**src/olp_consts.svh**
```systemverilog
// constants for the list pointer register bank
// What this block does
// - The base address is a writable 24-bit field in bits 31 to 8, reset to zero.
// - Bits 7 to 0 of the base register always read as zero, for 256-byte alignment.
// - The communication area holds control structures and the interrupt table for both sides.
// - The periodic pointer is read-only, address in bits 31 to 4, low bits reserved, reset zero.
// - The controller updates the periodic pointer each time it finishes a periodic descriptor.
// - The controller uses the periodic pointer to find a periodic list head for this frame.
// - A software read of the periodic current pointer returns its live value.
// - The control head holds the first control descriptor address in bits 31 to 4, reset zero.
// - The registers sit at offsets 18h, 1Ch and 20h of the memory space.
// - The controller starts control list traversal at the control head address.
`ifndef OLP_CONSTS_SVH
`define OLP_CONSTS_SVH

`define OLP_ADDR_W 12
`define OLP_OFF_COMM_AREA 12'h018
`define OLP_OFF_PERIODIC 12'h01C
`define OLP_OFF_CTRL_HEAD 12'h020
`define OLP_COMM_LSB 8
`define OLP_COMM_W 24
`define OLP_PTR_LSB 4
`define OLP_PTR_W 28
`define OLP_COMM_RST 24'h000000
`define OLP_PTR_RST 28'h0000000
`define OLP_RDATA_RST 32'h00000000

`endif

```
**src/olp_pkg.sv**
```systemverilog
// types for the list pointer register bank
package olp_pkg;
	typedef enum logic [1:0] {
		OLP_SEL_NONE = 2'b00,
		OLP_SEL_COMM = 2'b01,
		OLP_SEL_PER = 2'b10,
		OLP_SEL_CTRL = 2'b11
	} olp_sel_t;
endpackage

```
**src/olp_ptr_field.sv**
```systemverilog
// one pointer field with clear and load
`timescale 1ns/100ps
module olp_ptr_field #(
	parameter int W = 28
) (
	// clock and reset
	input wire logic clk_i,
	input wire logic rst_i,
	// control
	input wire logic clr_i,
	input wire logic ld_i,
	input wire logic [W-1:0] ld_data_i,
	// value
	output logic [W-1:0] val_o
);
	logic [W-1:0] val_reg;
	logic [W-1:0] val_next;

	always_comb begin
		val_next = val_reg;
		if (clr_i) begin
			val_next = '0;
		end else if (ld_i) begin
			val_next = ld_data_i;
		end
	end

	always_ff @(posedge clk_i or posedge rst_i) begin
		if (rst_i) begin
			val_reg <= '0;
		end else begin
			val_reg <= val_next;
		end
	end

	assign val_o = val_reg;
endmodule

```
**src/olp_list_ptr_regs.sv**
```systemverilog
// communication area base, periodic current and control head pointer registers
`timescale 1ns/100ps
`include "olp_consts.svh"
module olp_list_ptr_regs (
	// clock and resets
	input wire logic clk_i,
	input wire logic rst_i,
	input wire logic soft_rst_i,
	// memory-space register access
	input wire logic [`OLP_ADDR_W-1:0] reg_addr_i,
	input wire logic reg_wr_i,
	input wire logic reg_rd_i,
	input wire logic [3:0] reg_be_i,
	input wire logic [31:0] reg_wdata_i,
	output logic [31:0] reg_rdata_o,
	output logic reg_ack_o,
	// list engine side
	input wire logic per_upd_i,
	input wire logic [`OLP_PTR_W-1:0] per_upd_addr_i,
	input wire logic ctrl_head_ld_i,
	input wire logic [`OLP_PTR_W-1:0] ctrl_head_ld_addr_i,
	output logic [`OLP_COMM_W-1:0] comm_area_base_o,
	output logic [`OLP_PTR_W-1:0] periodic_desc_addr_field_o,
	output logic [`OLP_PTR_W-1:0] control_head_addr_field_o
);
	// ----------------------------------------
	// address decode
	// ----------------------------------------
	olp_pkg::olp_sel_t sel;
	logic comm_wr;
	logic [`OLP_COMM_W-1:0] comm_merged;

	always_comb begin
		case (reg_addr_i)
			`OLP_OFF_COMM_AREA: sel = olp_pkg::OLP_SEL_COMM;
			`OLP_OFF_PERIODIC: sel = olp_pkg::OLP_SEL_PER;
			`OLP_OFF_CTRL_HEAD: sel = olp_pkg::OLP_SEL_CTRL;
			default: sel = olp_pkg::OLP_SEL_NONE;
		endcase
	end

	// ----------------------------------------
	// pointer fields
	// ----------------------------------------
	// byte lane 0 holds only forced-zero bits
	always_comb begin
		comm_merged = comm_area_base_o;
		for (int b = 1; b < 4; b++) begin
			if (reg_be_i[b]) begin
				comm_merged[(b-1)*8 +: 8] = reg_wdata_i[b*8 +: 8];
			end
		end
	end

	assign comm_wr = reg_wr_i && (sel == olp_pkg::OLP_SEL_COMM);

	olp_ptr_field #(.W(`OLP_COMM_W)) u_comm (
		.clk_i(clk_i),
		.rst_i(rst_i),
		.clr_i(soft_rst_i),
		.ld_i(comm_wr),
		.ld_data_i(comm_merged),
		.val_o(comm_area_base_o)
	);

	// software writes never reach this field
	olp_ptr_field #(.W(`OLP_PTR_W)) u_periodic (
		.clk_i(clk_i),
		.rst_i(rst_i),
		.clr_i(soft_rst_i),
		.ld_i(per_upd_i),
		.ld_data_i(per_upd_addr_i),
		.val_o(periodic_desc_addr_field_o)
	);

	olp_ptr_field #(.W(`OLP_PTR_W)) u_ctrl_head (
		.clk_i(clk_i),
		.rst_i(rst_i),
		.clr_i(soft_rst_i),
		.ld_i(ctrl_head_ld_i),
		.ld_data_i(ctrl_head_ld_addr_i),
		.val_o(control_head_addr_field_o)
	);

	// ----------------------------------------
	// read data and acknowledge
	// ----------------------------------------
	logic [31:0] rdata_reg;
	logic [31:0] rdata_next;
	logic ack_reg;
	logic ack_next;

	always_comb begin
		rdata_next = rdata_reg;
		ack_next = reg_wr_i || reg_rd_i;
		if (reg_rd_i) begin
			case (sel)
				olp_pkg::OLP_SEL_COMM: begin
					rdata_next = {comm_area_base_o, 8'h00};
				end
				olp_pkg::OLP_SEL_PER: begin
					rdata_next = {periodic_desc_addr_field_o, 4'h0};
				end
				olp_pkg::OLP_SEL_CTRL: begin
					rdata_next = {control_head_addr_field_o, 4'h0};
				end
				default: begin
					rdata_next = 32'h00000000;
				end
			endcase
		end
	end

	always_ff @(posedge clk_i or posedge rst_i) begin
		if (rst_i) begin
			rdata_reg <= `OLP_RDATA_RST;
			ack_reg <= 1'b0;
		end else begin
			rdata_reg <= rdata_next;
			ack_reg <= ack_next;
		end
	end

	assign reg_rdata_o = rdata_reg;
	assign reg_ack_o = ack_reg;

	// ----------------------------------------
	// checks
	// ----------------------------------------
	property p_comm_low_zero;
		@(posedge clk_i) disable iff (rst_i)
		(reg_rd_i && reg_addr_i == `OLP_OFF_COMM_AREA) |=> (reg_rdata_o[7:0] == 8'h00);
	endproperty
	a_comm_low_zero: assert property (p_comm_low_zero) else $error("base low byte set");

	property p_comm_write;
		@(posedge clk_i) disable iff (rst_i)
		(reg_wr_i && reg_addr_i == `OLP_OFF_COMM_AREA && reg_be_i == 4'hF && !soft_rst_i)
			|=> (comm_area_base_o == $past(reg_wdata_i[31:8]));
	endproperty
	a_comm_write: assert property (p_comm_write) else $error("base write not stored");

	property p_comm_roundtrip;
		@(posedge clk_i) disable iff (rst_i)
		(reg_wr_i && reg_addr_i == `OLP_OFF_COMM_AREA && reg_be_i == 4'hF
			&& reg_wdata_i == 32'hFFFFFFFF && !soft_rst_i)
			##1 (reg_rd_i && reg_addr_i == `OLP_OFF_COMM_AREA && !reg_wr_i)
			|=> (reg_rdata_o == 32'hFFFFFF00);
	endproperty
	a_comm_roundtrip: assert property (p_comm_roundtrip) else $error("probe wrong");

	property p_per_update;
		@(posedge clk_i) disable iff (rst_i)
		(per_upd_i && !soft_rst_i) |=> (periodic_desc_addr_field_o == $past(per_upd_addr_i));
	endproperty
	a_per_update: assert property (p_per_update) else $error("periodic not updated");

	property p_per_sw_ignored;
		@(posedge clk_i) disable iff (rst_i)
		(reg_wr_i && !per_upd_i && !soft_rst_i) |=> $stable(periodic_desc_addr_field_o);
	endproperty
	a_per_sw_ignored: assert property (p_per_sw_ignored) else $error("periodic written");

	property p_per_live_read;
		@(posedge clk_i) disable iff (rst_i)
		(reg_rd_i && reg_addr_i == `OLP_OFF_PERIODIC)
			|=> (reg_rdata_o == {$past(periodic_desc_addr_field_o), 4'h0});
	endproperty
	a_per_live_read: assert property (p_per_live_read) else $error("periodic read stale");

	property p_ctrl_load;
		@(posedge clk_i) disable iff (rst_i)
		(ctrl_head_ld_i && !soft_rst_i)
			|=> (control_head_addr_field_o == $past(ctrl_head_ld_addr_i));
	endproperty
	a_ctrl_load: assert property (p_ctrl_load) else $error("control head not loaded");

	property p_ctrl_read;
		@(posedge clk_i) disable iff (rst_i)
		(reg_rd_i && reg_addr_i == `OLP_OFF_CTRL_HEAD)
			|=> (reg_rdata_o[3:0] == 4'h0
			&& reg_rdata_o[31:4] == $past(control_head_addr_field_o));
	endproperty
	a_ctrl_read: assert property (p_ctrl_read) else $error("control head read wrong");

	property p_soft_clear;
		@(posedge clk_i) disable iff (rst_i)
		soft_rst_i |=> (comm_area_base_o == `OLP_COMM_RST
			&& periodic_desc_addr_field_o == `OLP_PTR_RST
			&& control_head_addr_field_o == `OLP_PTR_RST);
	endproperty
	a_soft_clear: assert property (p_soft_clear) else $error("soft reset did not clear");

	property p_ack;
		@(posedge clk_i) disable iff (rst_i)
		(reg_wr_i || reg_rd_i) |=> reg_ack_o ##1 (reg_ack_o == $past(reg_wr_i || reg_rd_i));
	endproperty
	a_ack: assert property (p_ack) else $error("access not acknowledged");

	// ----------------------------------------
	// hold, lane and priority checks
	// ----------------------------------------
	property p_ack_idle;
		@(posedge clk_i) disable iff (rst_i)
		!(reg_wr_i || reg_rd_i) |=> !reg_ack_o;
	endproperty
	a_ack_idle: assert property (p_ack_idle) else $error("ack without request");

	property p_unmapped_rd;
		@(posedge clk_i) disable iff (rst_i)
		(reg_rd_i && reg_addr_i != `OLP_OFF_COMM_AREA && reg_addr_i != `OLP_OFF_PERIODIC
			&& reg_addr_i != `OLP_OFF_CTRL_HEAD) |=> (reg_rdata_o == `OLP_RDATA_RST);
	endproperty
	a_unmapped_rd: assert property (p_unmapped_rd) else $error("unmapped read set");

	property p_rdata_hold;
		@(posedge clk_i) disable iff (rst_i)
		!reg_rd_i |=> $stable(reg_rdata_o);
	endproperty
	a_rdata_hold: assert property (p_rdata_hold) else $error("read data moved");

	property p_comm_read;
		@(posedge clk_i) disable iff (rst_i)
		(reg_rd_i && reg_addr_i == `OLP_OFF_COMM_AREA)
			|=> (reg_rdata_o[31:8] == $past(comm_area_base_o));
	endproperty
	a_comm_read: assert property (p_comm_read) else $error("base read wrong");

	property p_per_read_low;
		@(posedge clk_i) disable iff (rst_i)
		(reg_rd_i && reg_addr_i == `OLP_OFF_PERIODIC) |=> (reg_rdata_o[3:0] == 4'h0);
	endproperty
	a_per_read_low: assert property (p_per_read_low) else $error("periodic low set");

	property p_ctrl_read_low;
		@(posedge clk_i) disable iff (rst_i)
		(reg_rd_i && reg_addr_i == `OLP_OFF_CTRL_HEAD) |=> (reg_rdata_o[3:0] == 4'h0);
	endproperty
	a_ctrl_read_low: assert property (p_ctrl_read_low) else $error("head low set");

	property p_comm_keep;
		@(posedge clk_i) disable iff (rst_i)
		(!(reg_wr_i && reg_addr_i == `OLP_OFF_COMM_AREA) && !soft_rst_i)
			|=> $stable(comm_area_base_o);
	endproperty
	a_comm_keep: assert property (p_comm_keep) else $error("base moved");

	property p_comm_rd_keep;
		@(posedge clk_i) disable iff (rst_i)
		(reg_rd_i && !reg_wr_i && !soft_rst_i) |=> $stable(comm_area_base_o);
	endproperty
	a_comm_rd_keep: assert property (p_comm_rd_keep) else $error("base moved on read");

	property p_per_keep;
		@(posedge clk_i) disable iff (rst_i)
		(!per_upd_i && !soft_rst_i) |=> $stable(periodic_desc_addr_field_o);
	endproperty
	a_per_keep: assert property (p_per_keep) else $error("periodic moved");

	property p_per_rd_keep;
		@(posedge clk_i) disable iff (rst_i)
		(reg_rd_i && !per_upd_i && !soft_rst_i) |=> $stable(periodic_desc_addr_field_o);
	endproperty
	a_per_rd_keep: assert property (p_per_rd_keep) else $error("periodic moved on read");

	property p_ctrl_keep;
		@(posedge clk_i) disable iff (rst_i)
		(!ctrl_head_ld_i && !soft_rst_i) |=> $stable(control_head_addr_field_o);
	endproperty
	a_ctrl_keep: assert property (p_ctrl_keep) else $error("head moved");

	property p_ctrl_sw_ignored;
		@(posedge clk_i) disable iff (rst_i)
		(reg_wr_i && !ctrl_head_ld_i && !soft_rst_i) |=> $stable(control_head_addr_field_o);
	endproperty
	a_ctrl_sw_ignored: assert property (p_ctrl_sw_ignored) else $error("head written");

	property p_comm_lane1;
		@(posedge clk_i) disable iff (rst_i)
		(reg_wr_i && reg_addr_i == `OLP_OFF_COMM_AREA && !reg_be_i[1] && !soft_rst_i)
			|=> (comm_area_base_o[7:0] == $past(comm_area_base_o[7:0]));
	endproperty
	a_comm_lane1: assert property (p_comm_lane1) else $error("lane 1 written");

	property p_comm_lane2;
		@(posedge clk_i) disable iff (rst_i)
		(reg_wr_i && reg_addr_i == `OLP_OFF_COMM_AREA && !reg_be_i[2] && !soft_rst_i)
			|=> (comm_area_base_o[15:8] == $past(comm_area_base_o[15:8]));
	endproperty
	a_comm_lane2: assert property (p_comm_lane2) else $error("lane 2 written");

	property p_comm_lane3;
		@(posedge clk_i) disable iff (rst_i)
		(reg_wr_i && reg_addr_i == `OLP_OFF_COMM_AREA && !reg_be_i[3] && !soft_rst_i)
			|=> (comm_area_base_o[23:16] == $past(comm_area_base_o[23:16]));
	endproperty
	a_comm_lane3: assert property (p_comm_lane3) else $error("lane 3 written");

	property p_soft_wins;
		@(posedge clk_i) disable iff (rst_i)
		(soft_rst_i && reg_wr_i) |=> (comm_area_base_o == `OLP_COMM_RST);
	endproperty
	a_soft_wins: assert property (p_soft_wins) else $error("write beat soft reset");

	property p_per_soft_wins;
		@(posedge clk_i) disable iff (rst_i)
		(soft_rst_i && per_upd_i) |=> (periodic_desc_addr_field_o == `OLP_PTR_RST);
	endproperty
	a_per_soft_wins: assert property (p_per_soft_wins) else $error("update beat reset");

	property p_ctrl_soft_wins;
		@(posedge clk_i) disable iff (rst_i)
		(soft_rst_i && ctrl_head_ld_i) |=> (control_head_addr_field_o == `OLP_PTR_RST);
	endproperty
	a_ctrl_soft_wins: assert property (p_ctrl_soft_wins) else $error("load beat reset");

	property p_rdata_wr_keep;
		@(posedge clk_i) disable iff (rst_i)
		(reg_wr_i && !reg_rd_i) |=> $stable(reg_rdata_o);
	endproperty
	a_rdata_wr_keep: assert property (p_rdata_wr_keep) else $error("write moved read data");
endmodule

```
**config.mk**
```make
export PLATFORM = sky130hd
export DESIGN_NAME = olp_list_ptr_regs
export DESIGN_NICKNAME = d
export VERILOG_FILES = /design/src/olp_pkg.sv /design/src/olp_ptr_field.sv /design/src/olp_list_ptr_regs.sv
export VERILOG_INCLUDE_DIRS = /design/src
export SDC_FILE = /design/constraint.sdc
export NUM_CORES = 1
export LEC_CHECK = 0
export BUFFER_PORTS_ARGS = -buffer_cell sky130_fd_sc_hd__buf_2
export CAP_MARGIN = 20
export CORE_ASPECT_RATIO = 2
export CORE_UTILIZATION = 47
export CTS_CLUSTER_SIZE = 24
export DETAILED_ROUTE_END_ITERATION = 12
export GPL_ROUTABILITY_DRIVEN = 0
export PLACE_DENSITY = 0.87
export SYNTH_ARGS = -nofsm -noshare
export SYNTH_HDL_FRONTEND = slang
export SYNTH_SLANG_ARGS = --single-unit
```
**constraint.sdc**
```tcl
create_clock -name clk_i -period 4.7 [get_ports clk_i]
set_input_delay 0.94 -clock clk_i [delete_from_list [all_inputs] [get_ports clk_i]]
set_output_delay 0.94 -clock clk_i [all_outputs]
set_load 0.01 [all_outputs]
```
* After elaboration in Yosys (flattened, before gate mapping)
Cells that the tools add are included.
** Operators by class
- Reduce and logical (&&, ||, !) cells :: 11
- Multiplexer cells :: 11
- Equality and inequality tests :: 6
** Operator list (number)
- $mux W28 :: 4
- $pmux W32 S3 :: 1
- $mux W24 :: 2
- $eq A12 B5 Y1 const B :: 2
- $mux W8 :: 3
- $eq A12 B6 Y1 const B :: 1
- $reduce_bool A2 Y1 :: 6
- $pmux W2 S3 :: 1
- $reduce_and A2 Y1 :: 3
- $eq A2 B2 Y1 const B :: 2
- $eq A2 B1 Y1 const B :: 1
- $logic_and A1 B1 Y1 :: 1
- $logic_or A1 B1 Y1 :: 1
** Storage, ports and cells
- Output and inout port bits :: 113
- Bits in registers :: 113
- Word-level logic and storage cells :: 35

* Depth between registers and ports, before layout
- Depth in word-level cells :: 6
- Mapped depth :: 7

* By module
From an unflattened synthesis, not the netlist that was laid out.
** Second synthesis, totals
- Cell total of the unflattened synthesis :: 454
- Area total of the unflattened synthesis :: 5512.8 µm²
** By module, submodules not included
- olp_ptr_field at u_ctrl_head ... :: cells an instance 91, sequential area each 700.7 µm², times used 2, area an instance 1156.1 µm²
- olp_list_ptr_regs :: cells an instance 194, sequential area each 725.7 µm², times used 1, area an instance 2207.1 µm²
- olp_ptr_field at u_comm :: cells an instance 78, sequential area each 600.6 µm², times used 1, area an instance 993.5 µm²

* Worst setup path before layout
No wires, ideal clock.
- Path type :: in2reg
- Start :: input port reg_addr_i[1]
- End :: register rdata_reg[10], in the netlist reg_rdata_o[10]
- Slack :: 2.095 ns
- Stages :: 7
- Setup time :: 0.075 ns
- Arrival :: 2.530 ns
- Buffers on the path :: 3
- Cell sequence :: or4_4 -> buf_6 -> or3_1 -> buf_2 -> o21bai_4 -> buf_6 -> o2bb2ai_2
** Between the ends
- Word-level cells in the longest chain between the ends :: 4
- Elaborated cells between the ends (all ways) :: 8
- Classes of those cells :: eq/ne (6); mux (2)
** Ends and longest elaborated chain
- from (decl) :: line olp_list_ptr_regs.sv:10 : input wire logic [`OLP_ADDR_W-1:0] reg_addr_i,
- $eq A12 B6 Y1 / $eq A12 B5 Y1 (equally long branches) :: line olp_list_ptr_regs.sv:34 : case (reg_addr_i)
- $pmux W2 S3 (*) :: line olp_list_ptr_regs.sv:34
- $eq A2 B2 Y1 / $eq A2 B1 Y1 (equally long branches) :: line olp_list_ptr_regs.sv:97 : case (sel)
- $pmux W32 S3 (*) :: line olp_list_ptr_regs.sv:97
- to (signal assigned) :: line olp_list_ptr_regs.sv:116 : rdata_reg <= `OLP_RDATA_RST;
- to (signal assigned) :: line olp_list_ptr_regs.sv:119 : rdata_reg <= rdata_next;
- to (decl) :: line olp_list_ptr_regs.sv:88 : logic [31:0] rdata_reg;
Every way passes the cells marked *; elsewhere a longest branch is shown, timed or not.
A chain may end at the register's enable or synchronous reset.

* Worst setup path in the final report
- Start :: input port reg_addr_i[9]
- End :: register rdata_reg[28], in the netlist reg_rdata_o[28]
The elaborated chain is that of the path after synthesis.

==> results.yml <==
pwr:
  peakVddDrop_mv: 0.2970
  p_total_mw: 1.969
  leakage_nw: 3.369
  power_density_nw_per_um2: 311.2
finish:
  final_cell_mix: "buf_2, dfrtp_1, nor2_1"
  nets: 723
  num-fill-cells: 847
  areaGrowthSynthToFinish_pct: 29.16
  final_area_sq_um: 6329
  layoutNonFillerInstCount: 753
  drive_gt1_share_pct: 40.36
  mostFrequentLayoutCell: "buf_2"
sta:
  relSlewSlack_pct: 36.46
  tightest_slew_ps: 953.1
  worst_slack_ps: 1898
  grt_setup_unrepaired: "no"
  layout_min_cycle_time_ps: 2802
  max_freq_mhz: 356.9
  setup_viol: 0
  period_share_pct: 59.61
  hold_viol_final: 0
  fin_setup_tns_ps: 0
  finalMaxSlewViolations: 0
  clock_skew_ps: 10.63
setup_path:
  path_class: "input port to flop"
  end_kind: "flop"
  crit_fanout: 16
  cp.arrival_ps: 3060
  startpoint_type: "input port"
  cp_data_required_time_ps: 4960
die:
  fp-row-count: 52
  die_y_um: 146.4
  die_area_sq_um: 10860
  coreArea_sq_um: 10150
  top_level_ports: 224
  die_w_um: 74.20
  start_util_pct: 48.27
grt:
  antenna_found_initial: 1
  grt_first_pass_wirelength_um: 21450
  overflow: 0
  grt_use_total_pct: 26.62
  grt_max_degree: 81
  grt_pass1_vias: 4162
clocking:
  cts_buffers: 9
  ctsResizeCount: 0
  htreeDepth: 3
  cts_tree: "built"
  clock-root-buffer: "clkbuf_16"
  path_clk_slew_ps: 70
  cts_setup_buffers: 0
  hold_buffers: 0
  clock_latency_ps: 350
  clock_sinks: 109
  clockBufferDepth: 2
synthesis:
  ys_seq_elements: 109
  yosys_warnings: 0
  synth_area_sq_um: 4900
  syn_inst: 418
  synth_sequential_area_ratio_pct: 55.67
  synth.lib_cells_used.distinct: 28
  syn_area_per_cell_sq_um: 11.72
detailed_routing:
  num_vias: 4146
  detail-route-antenna-nets: 0
  drt-met1-wl_um: 5122
  drcViolationCount: 0
  highest_layer: "met4"
  avgViaCountPerCell: 5.506
  post_drt_wl_per_cell_um: 18.43
  drt_pass1_iterations: 5
  initialDrtViolationCount: 214
  met3_length_um: 657
  routed_wl_um: 13880
  wl_met2_um: 7528
placed_design:
  hpwl_um: 9934
  portBuffers: 210
  dpl_worst_slack_ps: 1523
  placed_area_sq_um: 6026
  dpl.cell_count: 736
job:
  drv_cap: 0
hold_path:
  hold_path.class: "flop to flop"
run_status:
  status: "finished clean"
[synthesized netlist by cell type]
library cell | count | share of area, %
a21oi_1 | 13 | 1.3
a221o_1 | 1 | 0.20
a22oi_1 | 25 | 3.8
and4b_1 | 1 | 0.20
buf_1 | 1 | 0.077
buf_2 | 2 | 0.20
buf_4 | 4 | 0.61
buf_6 | 2 | 0.46
clkbuf_1 | 27 | 2.1
conb_1 | 1 | 0.077
dfrtp_1 | 109 | 56
inv_1 | 3 | 0.23
mux2i_1 | 93 | 19
nand2b_1 | 1 | 0.13
nand3b_1 | 4 | 0.61
nor2_1 | 94 | 7.2
nor4_1 | 1 | 0.13
nor4_4 | 3 | 1.3
nor4b_2 | 1 | 0.31
o21ai_0 | 1 | 0.10
o21ai_1 | 9 | 0.92
o21bai_4 | 1 | 0.38
o2bb2ai_1 | 7 | 1.3
o2bb2ai_2 | 10 | 3.1
or2_2 | 1 | 0.13
or3_1 | 1 | 0.13
or4_1 | 1 | 0.15
or4_4 | 1 | 0.23
[flip-flops by register name, summed over array words and instances, names as in the netlist]
name               cells
u_periodic.val_o      28
reg_rdata_o           28
u_comm.val_o          24
reg_ack_o              1
u_ctrl_head.val_o     28
[critical path, stage by stage]
cell and delay (ps):
buf_2 90, or4_1 700, or3_1 670, o21bai_4 420
o2bb2ai_1 220
[report_power, final]
group	internal (mW)	switching, mW
clock network	0.422	0.349
logic	0.0879	0.122
registers	0.965	0.0238
[per-layer routing]
metal  global-route usage [%]  up-vias
met5                        0        -
met4                    13.27        0
met3                    4.693       40
met2                    47.32      202
met1                    29.13     2049
li1                         -     1855
[metrics by stage]
stage	hold WS (ps)	utilization, %
floorplan	520.5	-
global route	501.7	62.35
CTS	492.7	62.33
global placement	467.3	59.37
detailed placement	469.2	59.37
finish	490.6	62.35
[kinds of logic after synthesis]
family	share of synthesized area (%)
compound gates	11.08
buf+inv	3.652
flops	55.67
mux	19.00
other cells	0.07654
simple gates	10.52
[final timing paths]
kind,slack (ps),cells past startpoint,from,to
setup / recovery,1900,5,reg_addr_i[9],reg_rdata_o[28]
hold / removal,490,1,reg_rdata_o[7],reg_rdata_o[7]
setup reg to reg,3650,4,u_comm.val_o[0],reg_rdata_o[8]
hold reg to reg,490,1,reg_rdata_o[7],reg_rdata_o[7]
max in group asynchronous,2880,3,rst_i,reg_rdata_o[20]
min in group asynchronous,760,2,rst_i,u_periodic.val_o[12]
[area by class of cell]
class / count / area [sq um] / share of cell area (%)
sequential: 109 / 2728 / 43.10
multi-input combinational: 273 / 2019 / 31.91
timing repair buffer: 216 / 1096 / 17.32
clock buffer: 11 / 232.7 / 3.677
tap: 135 / 168.9 / 2.669
clock inverter: 5 / 67.56 / 1.068
inverter: 3 / 13.76 / 0.2175
antenna: 1 / 2.502 / 0.03954
Note: power is estimated with default switching activity, not from simulation.
